File: src/include/msd_map.svh
`ifndef MSD_MAP_SVH
`define MSD_MAP_SVH
// ****************************************
// Address map
// ****************************************
`define MSD_IPTR_W      12
`define MSD_DATA_W      8
`define MSD_STK_DEPTH   6
`define MSD_WIN_LO      8'h40
`define MSD_WIN_HI      8'h7F
`define MSD_PTR_FIRST   8'h80
`define MSD_PTR_SECOND  8'h81
`define MSD_SD_FIRST    8'h82
`define MSD_SD_SECOND   8'h83
`define MSD_RAM_LO      8'h84
`define MSD_RAM_HI      8'hBF
`define MSD_RAM_WORDS   60
`define MSD_WIN_REG     8'hC9
`define MSD_ACC         8'hFF
`define MSD_USR_LO      12'h080
`define MSD_USR_HI      12'hF9F
`define MSD_UNDEF_RD    8'h00
`endif

File: src/include/msd_pkg.sv
package msd_pkg;
  typedef enum logic [1:0] {
    MSD_SEL_NONE,
    MSD_SEL_WIN,
    MSD_SEL_RAM,
    MSD_SEL_REG
  } msd_sel_t;
  typedef enum logic [1:0] {
    MSD_STK_IDLE,
    MSD_STK_PUSH,
    MSD_STK_POP
  } msd_stk_op_t;
endpackage

File: src/include/msd_stk_if.sv
`timescale 1ns/1ns
interface msd_stk_if;
  logic [11:0] push_addr;
  logic        push;
  logic        pop;
  logic [11:0] top_addr;
  logic [2:0]  level;
  logic        full;
  logic        empty;
  modport core  (output push_addr, output push, output pop,
                 input top_addr, input level, input full, input empty);
  modport stack (input push_addr, input push, input pop,
                 output top_addr, output level, output full, output empty);
endinterface

File: src/rtl/msd_stack.sv
`timescale 1ns/1ns
`include "msd_map.svh"
module msd_stack (
  input  wire logic i_sys_clk,
  input  wire logic i_rst_n,
  msd_stk_if.stack  stk
);
  // ****************************************
  // Six-entry return stack
  // ****************************************
  logic [`MSD_IPTR_W-1:0] stk_ff   [`MSD_STK_DEPTH];
  logic [`MSD_IPTR_W-1:0] nxt_stk  [`MSD_STK_DEPTH];
  logic [2:0]             level_ff;
  logic [2:0]             nxt_level;
  msd_pkg::msd_stk_op_t   op;

  always_comb begin
    if (stk.push) begin
      op = msd_pkg::MSD_STK_PUSH;
    end else if (stk.pop && level_ff != 3'h0) begin
      op = msd_pkg::MSD_STK_POP;
    end else begin
      op = msd_pkg::MSD_STK_IDLE;
    end
  end

  // Push shifts down, oldest entry drops when full
  genvar g;
  generate
    for (g = 0; g < `MSD_STK_DEPTH; g++) begin : g_ent
      always_comb begin
        case (op)
          msd_pkg::MSD_STK_PUSH: begin
            nxt_stk[g] = (g == 0) ? stk.push_addr : stk_ff[(g == 0) ? 0 : g-1];
          end
          msd_pkg::MSD_STK_POP: begin
            nxt_stk[g] = (g == `MSD_STK_DEPTH-1) ? stk_ff[g]
                       : stk_ff[(g == `MSD_STK_DEPTH-1) ? g : g+1];
          end
          default: begin
            nxt_stk[g] = stk_ff[g];
          end
        endcase
      end
      always_ff @(posedge i_sys_clk or negedge i_rst_n) begin
        if (!i_rst_n) begin
          stk_ff[g] <= 12'h000;
        end else begin
          stk_ff[g] <= nxt_stk[g];
        end
      end
    end
  endgenerate

  always_comb begin
    case (op)
      msd_pkg::MSD_STK_PUSH: begin
        nxt_level = (level_ff == 3'(`MSD_STK_DEPTH)) ? level_ff
                  : 3'(level_ff + 3'h1);
      end
      msd_pkg::MSD_STK_POP: begin
        nxt_level = 3'(level_ff - 3'h1);
      end
      default: begin
        nxt_level = level_ff;
      end
    endcase
  end

  always_ff @(posedge i_sys_clk or negedge i_rst_n) begin
    if (!i_rst_n) begin
      level_ff <= 3'h0;
    end else begin
      level_ff <= nxt_level;
    end
  end

  assign stk.top_addr = stk_ff[0];
  assign stk.level    = level_ff;
  assign stk.full     = (level_ff == 3'(`MSD_STK_DEPTH));
  assign stk.empty    = (level_ff == 3'h0);
endmodule

File: src/rtl/msd_decoder.sv
`timescale 1ns/1ns
`include "msd_map.svh"
module msd_decoder (
  input  wire logic        i_sys_clk,
  input  wire logic        i_rst_n,
  input  wire logic [11:0] i_instruction_pointer,
  input  wire logic        i_fetch,
  output logic      [7:0]  o_fetch_data,
  output logic             o_fetch_user_area,
  input  wire logic [7:0]  i_data_addr,
  input  wire logic        i_data_rd,
  input  wire logic        i_data_wr,
  input  wire logic [7:0]  i_data_wdata,
  output logic      [7:0]  o_data_rdata,
  input  wire logic [7:0]  i_acc_value,
  output logic             o_acc_wr,
  output logic      [7:0]  o_acc_wdata,
  input  wire logic        i_stk_push,
  input  wire logic        i_stk_pop,
  input  wire logic [11:0] i_stk_push_addr,
  output logic      [11:0] o_stk_top_addr,
  output logic      [2:0]  o_stk_level,
  output logic             o_stk_full,
  output logic             o_stk_empty,
  output logic      [11:0] o_rom_addr,
  input  wire logic [7:0]  i_rom_data,
  input  wire logic        i_protect_option,
  input  wire logic        i_protect_fuse,
  input  wire logic        i_ext_rd,
  input  wire logic [11:0] i_ext_addr,
  output logic      [7:0]  o_ext_rdata,
  output logic             o_ext_refused
);
  // ****************************************
  // Address decode
  // ****************************************
  function automatic msd_pkg::msd_sel_t dec_sel(input logic [7:0] a);
    if (a >= `MSD_WIN_LO && a <= `MSD_WIN_HI) begin
      dec_sel = msd_pkg::MSD_SEL_WIN;
    end else if (a >= `MSD_RAM_LO && a <= `MSD_RAM_HI) begin
      dec_sel = msd_pkg::MSD_SEL_RAM;
    end else if (a == `MSD_PTR_FIRST || a == `MSD_PTR_SECOND ||
                 a == `MSD_SD_FIRST || a == `MSD_SD_SECOND ||
                 a == `MSD_WIN_REG || a == `MSD_ACC) begin
      dec_sel = msd_pkg::MSD_SEL_REG;
    end else begin
      dec_sel = msd_pkg::MSD_SEL_NONE;
    end
  endfunction

  msd_pkg::msd_sel_t sel;
  logic              protected_rom;
  logic              win_hit;
  logic              ext_hit;
  logic [11:0]       win_rom_addr;
  logic [5:0]        ram_idx;

  assign sel           = dec_sel(i_data_addr);
  assign protected_rom = i_protect_option & i_protect_fuse;
  assign win_hit       = i_data_rd && (sel == msd_pkg::MSD_SEL_WIN);
  // Readout yields to a window read, ROM has one port
  assign ext_hit       = i_ext_rd && !protected_rom && !win_hit;
  assign ram_idx       = 6'(i_data_addr - `MSD_RAM_LO);

  // ****************************************
  // Core and window registers
  // ****************************************
  logic [7:0]  ptr_first_ff,  nxt_ptr_first;
  logic [7:0]  ptr_second_ff, nxt_ptr_second;
  logic [7:0]  sd_first_ff,   nxt_sd_first;
  logic [7:0]  sd_second_ff,  nxt_sd_second;
  logic [6:0]  win_base_ff,   nxt_win_base;
  logic [7:0]  ram_ff [`MSD_RAM_WORDS];
  logic        wr_reg;

  assign wr_reg = i_data_wr && (sel == msd_pkg::MSD_SEL_REG);

  always_comb begin
    nxt_ptr_first  = ptr_first_ff;
    nxt_ptr_second = ptr_second_ff;
    nxt_sd_first   = sd_first_ff;
    nxt_sd_second  = sd_second_ff;
    nxt_win_base   = win_base_ff;
    if (wr_reg) begin
      case (i_data_addr)
        `MSD_PTR_FIRST: begin
          nxt_ptr_first = i_data_wdata;
        end
        `MSD_PTR_SECOND: begin
          nxt_ptr_second = i_data_wdata;
        end
        `MSD_SD_FIRST: begin
          nxt_sd_first = i_data_wdata;
        end
        `MSD_SD_SECOND: begin
          nxt_sd_second = i_data_wdata;
        end
        `MSD_WIN_REG: begin
          nxt_win_base = i_data_wdata[6:0];
        end
        default: begin
          nxt_win_base = win_base_ff;
        end
      endcase
    end
  end

  always_ff @(posedge i_sys_clk or negedge i_rst_n) begin
    if (!i_rst_n) begin
      ptr_first_ff  <= 8'h00;
      ptr_second_ff <= 8'h00;
      sd_first_ff   <= 8'h00;
      sd_second_ff  <= 8'h00;
    end else begin
      ptr_first_ff  <= nxt_ptr_first;
      ptr_second_ff <= nxt_ptr_second;
      sd_first_ff   <= nxt_sd_first;
      sd_second_ff  <= nxt_sd_second;
    end
  end

  // Window base keeps its value through reset
  always_ff @(posedge i_sys_clk) begin
    win_base_ff <= nxt_win_base;
  end

  // RAM array, no reset
  always_ff @(posedge i_sys_clk) begin
    if (i_data_wr && sel == msd_pkg::MSD_SEL_RAM) begin
      ram_ff[ram_idx] <= i_data_wdata;
    end
  end

  // ****************************************
  // ROM port and read mux
  // ****************************************
  assign win_rom_addr = 12'({win_base_ff, i_data_addr[5:0]});

  always_comb begin
    if (win_hit) begin
      o_rom_addr = win_rom_addr;
    end else if (ext_hit) begin
      o_rom_addr = i_ext_addr;
    end else begin
      o_rom_addr = i_instruction_pointer;
    end
  end

  logic [7:0] nxt_rdata, rdata_ff;
  logic [7:0] nxt_fetch, fetch_ff;
  logic [7:0] nxt_ext, ext_ff;
  logic       nxt_refused, refused_ff;
  logic       nxt_user, user_ff;

  always_comb begin
    nxt_rdata = rdata_ff;
    if (i_data_rd) begin
      case (sel)
        msd_pkg::MSD_SEL_WIN: begin
          nxt_rdata = i_rom_data;
        end
        msd_pkg::MSD_SEL_RAM: begin
          nxt_rdata = ram_ff[ram_idx];
        end
        msd_pkg::MSD_SEL_REG: begin
          case (i_data_addr)
            `MSD_PTR_FIRST:  nxt_rdata = ptr_first_ff;
            `MSD_PTR_SECOND: nxt_rdata = ptr_second_ff;
            `MSD_SD_FIRST:   nxt_rdata = sd_first_ff;
            `MSD_SD_SECOND:  nxt_rdata = sd_second_ff;
            `MSD_ACC:        nxt_rdata = i_acc_value;
            default:         nxt_rdata = `MSD_UNDEF_RD;
          endcase
        end
        default: begin
          nxt_rdata = `MSD_UNDEF_RD;
        end
      endcase
    end
  end

  always_comb begin
    nxt_fetch = fetch_ff;
    nxt_user  = user_ff;
    if (i_fetch && !win_hit && !ext_hit) begin
      nxt_fetch = i_rom_data;
      nxt_user  = (i_instruction_pointer >= `MSD_USR_LO) &&
                  (i_instruction_pointer <= `MSD_USR_HI);
    end
  end

  always_comb begin
    nxt_ext     = ext_ff;
    nxt_refused = refused_ff;
    if (i_ext_rd) begin
      nxt_refused = protected_rom;
      nxt_ext     = ext_hit ? i_rom_data : `MSD_UNDEF_RD;
    end
  end

  always_ff @(posedge i_sys_clk or negedge i_rst_n) begin
    if (!i_rst_n) begin
      rdata_ff   <= 8'h00;
      fetch_ff   <= 8'h00;
      user_ff    <= 1'b0;
      ext_ff     <= 8'h00;
      refused_ff <= 1'b0;
    end else begin
      rdata_ff   <= nxt_rdata;
      fetch_ff   <= nxt_fetch;
      user_ff    <= nxt_user;
      ext_ff     <= nxt_ext;
      refused_ff <= nxt_refused;
    end
  end

  assign o_data_rdata      = rdata_ff;
  assign o_fetch_data      = fetch_ff;
  assign o_fetch_user_area = user_ff;
  assign o_ext_rdata       = ext_ff;
  assign o_ext_refused     = refused_ff;
  assign o_acc_wr          = wr_reg && (i_data_addr == `MSD_ACC);
  assign o_acc_wdata       = i_data_wdata;

  // ****************************************
  // Return stack
  // ****************************************
  msd_stk_if stk ();
  assign stk.push      = i_stk_push;
  assign stk.pop       = i_stk_pop;
  assign stk.push_addr = i_stk_push_addr;

  msd_stack u_stack (
    .i_sys_clk (i_sys_clk),
    .i_rst_n   (i_rst_n),
    .stk       (stk.stack)
  );

  assign o_stk_top_addr = stk.top_addr;
  assign o_stk_level    = stk.level;
  assign o_stk_full     = stk.full;
  assign o_stk_empty    = stk.empty;
endmodule

File: config.mk
export PLATFORM = sky130hd
export DESIGN_NAME = msd_decoder
export DESIGN_NICKNAME = d
export VERILOG_FILES = /design/src/include/msd_pkg.sv /design/src/include/msd_stk_if.sv /design/src/rtl/msd_stack.sv /design/src/rtl/msd_decoder.sv
export VERILOG_INCLUDE_DIRS = /design/src /design/src/include
export SDC_FILE = /design/constraint.sdc
export NUM_CORES = 1
export LEC_CHECK = 0
export BUFFER_PORTS_ARGS = -buffer_cell sky130_fd_sc_hd__buf_4
export CAP_MARGIN = 20
export CORE_ASPECT_RATIO = 0.5
export CORE_MARGIN = 2
export CORE_UTILIZATION = 47
export CTS_CLUSTER_DIAMETER = 120
export DETAILED_ROUTE_END_ITERATION = 10
export GPL_ROUTABILITY_DRIVEN = 0
export GPL_TIMING_DRIVEN = 0
export PLACE_DENSITY = 0.74
export REMOVE_ABC_BUFFERS = 1
export SYNTH_ARGS = -nofsm -noshare
export SYNTH_HDL_FRONTEND = slang
export SYNTH_HIERARCHICAL = 1
export SYNTH_SLANG_ARGS = --single-unit
File: constraint.sdc
create_clock -name i_sys_clk -period 2.75 [get_ports i_sys_clk]
set_input_delay 0.1375 -clock i_sys_clk [delete_from_list [all_inputs] [get_ports i_sys_clk]]
set_output_delay 0.1375 -clock i_sys_clk [all_outputs]
set_load 0.1 [all_outputs]
==> impl_results.md <==
- Status: finished, final reports clean
- Share of the yosys chip area belonging to registers: a little over two thirds
- Number of buffer and inverter stages on the critical path: 5
- Layout cell share with drive strength beyond 1: a little under a third
- Lkg Pwr: about 11 nW
- CP Cell Sequence: buf_12 -> buf_16 -> clkinvlp_4 -> buf_16 -> ha_2 -> inv_4 -> nor2_1 -> a32oi_4 -> a211o_1 -> o221ai_1 -> or4_1 -> o31ai_1
- Clk root buf: sky130_fd_sc_hd__clkbuf_16
- Drc violations: 0
- Number of CTS-inserted buffers: between 50 and 60
- Critical-path maximum fanout: 49
- Detailed router's first-iteration violation count: 1,848
- Setup Crit Path Kind: primary input to flop
- Top_reg_cell synth: sky130_fd_sc_hd__edfxtp_1
- CTS sink cnt: 619
- Total of max-cap violations: 0
- Hold/Removal Path Class: primary input to flop
- CP max-delay cell: sky130_fd_sc_hd__ha_2
- Critical path startpoint category: primary input
- Count of mapped cells out of synthesis: between 1,500 and 2,000
- Fraction of the core area covered by cells at the end of the flow: 56.58%
- Worst skew pair latency: 0.61 ns
- Yosys synthesis warning count: 6
- I/O pins: between 100 and 150
- Floorplan die area: 57,000 um^2
- Reg-to-Reg Start: u_stack/stk.level[2]$_DFFE_PN0P_
- Most frequent cells in the layout: sky130_fd_sc_hd__edfxtp_1, sky130_fd_sc_hd__buf_4, sky130_fd_sc_hd__a21oi_1
- Maximum frequency from static timing analysis: roughly 370 MHz
- Fraction of registers with async set or reset after synthesis: a little over a fifth
- Aggregate negative setup slack: 0 ns
- Most numerous cell on the critical path: sky130_fd_sc_hd__buf_16
- Router iterations before antenna repair: 7
- Hold violation count in the final report: 0
- Fraction of the cycle the final worst path needs: a little over nine tenths
- Core Area: roughly 54,000 um^2
- Crit. Startpoint: i_data_addr[2]
- RSZ-0062 raised after global routing: true
- Number of synthesized flops with an enable pin: 486
- Arrival time reported for the critical path endpoint: ~3.2 ns
- Area overhead of the layout relative to synthesis: 18.32%
- Largest vdd supply drop: approximately 460 uV
- Final min period: roughly 2.7 ns
- Endpoint kind of the worst setup timing path: flop
- Filler Cell Count: 4,024
- Cell Pwr Density: approximately 710 nW/um^2
- Post-detailed-route wirelength per cell: 24.28 um
- Worst Skew: roughly 0.038 ns
- Most common library cell in the layout ignoring fill and taps: sky130_fd_sc_hd__edfxtp_1
- Source of the worst hold timing path: i_data_addr[4]
- Setup violation total in the final timing report: 0
- Overall die width: between 300 and 400 um
- Number of rows created at floorplan: 60
- Number of antenna-violating nets in the routed design: 0
- Initial antenna violation count: 1
- Mean cell area of the mapped netlist: 15.63 um^2
- Clock tree from TritonCTS: built
- Delay of the slowest critical-path stage: ~0.45 ns
- Family of cells with the greatest summed delay on the critical path: buffers and inverters
- Post-DR vias/cell: 5.959
- Post-synthesis cell area: 25,850 um^2
- Count of distinct cell types in the synthesized netlist: 64
- Die span in y: 169.8 um
- Global route total overflow: 0
- Required arrival time at the worst endpoint: 3.27 ns
- Total number of H-tree levels: 2
- Number of flip-flops and latches in the synthesized netlist: approximately 620
- GRT Util Overall: 21.87%
- Maximum clock path buffer count: 3
- Via count of the first global-routing pass: 15,030
- Number of nets in the final layout: 1,906
- Worst slew margin relative to its limit: 34.32%
- Number of vias after detailed routing: ~15,000
- Clock edge transition at the registers on the reported setup and hold paths: roughly 0.070 ns
- Initial Util: 47.82%
- Worst Max-Slew Pin Slew: a little under 1 ns
- PortBufs: approximately 140
- First-pass GRT wire length: ~93,000 um
- Final Slew Violations: 0
- DRT Wirelength: between 60,000 and 70,000 um
- Maximum number of pins on one net before global-route repair: ~140
- Post-detail-place hpwl: about 36,000 um
==> per-layer routing <==
metal  vias up  global-route usage (%)  routed length, um
met3       157                   3.703               5075
met1      7786                   31.10              25670
met5         -                       0                  0
met2       754                   34.50              29490
li1       6665                       -                  -
met4         0                   7.545               2354
==> repair_timing <==
action,4_1_cts,5_1_grt
gates cloned,1,0
hold endpoints to repair,91,0
buffers inserted,33,12
gates resized for setup,174,10
hold buffers,32,0
setup endpoints to repair,521,443
pin swaps,14,2
==> synth_stat cells (3+ instances only) <==
cell / instances / share of area [%]
sky130_fd_sc_hd__a21o_1: 3 / 0.087
sky130_fd_sc_hd__a21oi_1: 144 / 2.8
sky130_fd_sc_hd__nor4_1: 5 / 0.12
sky130_fd_sc_hd__nor2_1: 142 / 2.1
sky130_fd_sc_hd__nand2_1: 113 / 1.6
sky130_fd_sc_hd__a221o_1: 7 / 0.27
sky130_fd_sc_hd__inv_1: 18 / 0.26
sky130_fd_sc_hd__a211oi_1: 13 / 0.38
sky130_fd_sc_hd__a31o_2: 3 / 0.10
sky130_fd_sc_hd__o21ai_1: 6 / 0.12
sky130_fd_sc_hd__clkbuf_1: 31 / 0.45
sky130_fd_sc_hd__nor3_1: 10 / 0.19
sky130_fd_sc_hd__buf_1: 15 / 0.22
sky130_fd_sc_hd__o21ai_0: 23 / 0.45
sky130_fd_sc_hd__o221ai_1: 5 / 0.17
sky130_fd_sc_hd__buf_6: 12 / 0.52
sky130_fd_sc_hd__mux4_2: 97 / 8.5
sky130_fd_sc_hd__edfxtp_1: 486 / 56
sky130_fd_sc_hd__a22o_1: 5 / 0.17
sky130_fd_sc_hd__and2_1: 10 / 0.24
sky130_fd_sc_hd__o2bb2ai_1: 9 / 0.30
sky130_fd_sc_hd__nand3_1: 8 / 0.15
sky130_fd_sc_hd__dfrtp_1: 133 / 13
sky130_fd_sc_hd__buf_2: 32 / 0.62
sky130_fd_sc_hd__mux2i_1: 57 / 2.2
sky130_fd_sc_hd__nand2b_1: 3 / 0.073
sky130_fd_sc_hd__a22oi_1: 15 / 0.44
sky130_fd_sc_hd__and3_1: 5 / 0.12
sky130_fd_sc_hd__a31oi_1: 3 / 0.073
sky130_fd_sc_hd__mux2_2: 71 / 3.1
sky130_fd_sc_hd__buf_4: 29 / 0.84
sky130_fd_sc_hd__a32oi_1: 8 / 0.27
sky130_fd_sc_hd__nor2b_1: 62 / 1.5
sky130_fd_sc_hd__o22ai_1: 28 / 0.68
sky130_fd_sc_hd__ha_1: 5 / 0.24
==> final cells by class <==
cell class              count  area [um^2]  share of cell area, %
inverters                  22        88.84                 0.2905
clock inverters            29        234.0                 0.7650
diodes                      1        2.502               0.008182
clock buffers              69         1478                  4.832
repair buffers            231         2085                  6.816
well taps                 713        892.1                  2.917
multi-input cells         894         7881                  25.77
flip-flops and latches    619        17920                  58.60
==> sequential cells by signal, indices dropped and copies added (netlist names) <==
register              count
o_fetch_data              8
win_base_ff               6
o_fetch_user_area         1
sd_second_ff              8
u_stack/stk_ff           60
o_data_rdata              8
ptr_second_ff             8
o_ext_refused             1
u_stack/stk.top_addr     12
sd_first_ff               8
u_stack/stk.level         3
o_ext_rdata               8
ram_ff                  480
ptr_first_ff              8
==> path summary, 6_finish.rpt <==
kind	depth (start not counted)	slack, ns	end
setup / recovery	12	0.04	o_data_rdata[3]$_DFFE_PN0P_
hold / removal	3	0.03	o_data_rdata[4]$_DFFE_PN0P_
setup reg to reg	6	0.58	u_stack/stk.level[2]$_DFFE_PN0P_
hold reg to reg	1	0.50	ptr_first_ff[4]$_DFFE_PN0P_
max in group asynchronous	3	1.87	o_fetch_data[3]$_DFFE_PN0P_
min in group asynchronous	2	0.10	u_stack/stk_ff[56]$_DFFE_PN0P_
==> cell families after synthesis <==
logic type	synth area share [%]
AOI/OAI and AO/OA	6.927
and+or+nand+nor	6.603
adders and majority gates	0.3195
DFF	69.34
muxes	13.84
buffers and inverters	2.972
==> worst reg2reg max path: cells and delay by family (launching register included) <==
kind	cells	cell delay (ns)
AOI/OAI and AO/OA	2	0.44
adders and majority gates	1	0.44
DFF	1	0.60
and+or+nand+nor	3	0.59
==> through the flow <==
step	cells	area, um^2	total power, mW	setup slack [ns]	hold slack [ns]
after floorplan	1535	25160	13.05	-0.1882	-0.1581
after global placement	2389	27110	14.11	-2.995	0.3622
after detailed placement	2398	27340	14.23	-2.075	0.1484
after CTS	2562	30380	21.70	0.0005684	0.002093
after global routing	2577	30580	22.36	-0.04618	0.02580
final	2578	30580	21.66	0.03775	0.02943
==> power breakdown <==
| part | total (mW) | switching [mW] | internal, mW |
|---|---|---|---|
| clock network | 7.42 | 3.42 | 4.01 |
| logic | 3.37 | 2.32 | 1.06 |
| registers | 10.9 | 0.347 | 10.5 |
| total | 21.7 | 6.08 | 15.6 |
No activity file was read; power rests on OpenSTA's default activity.
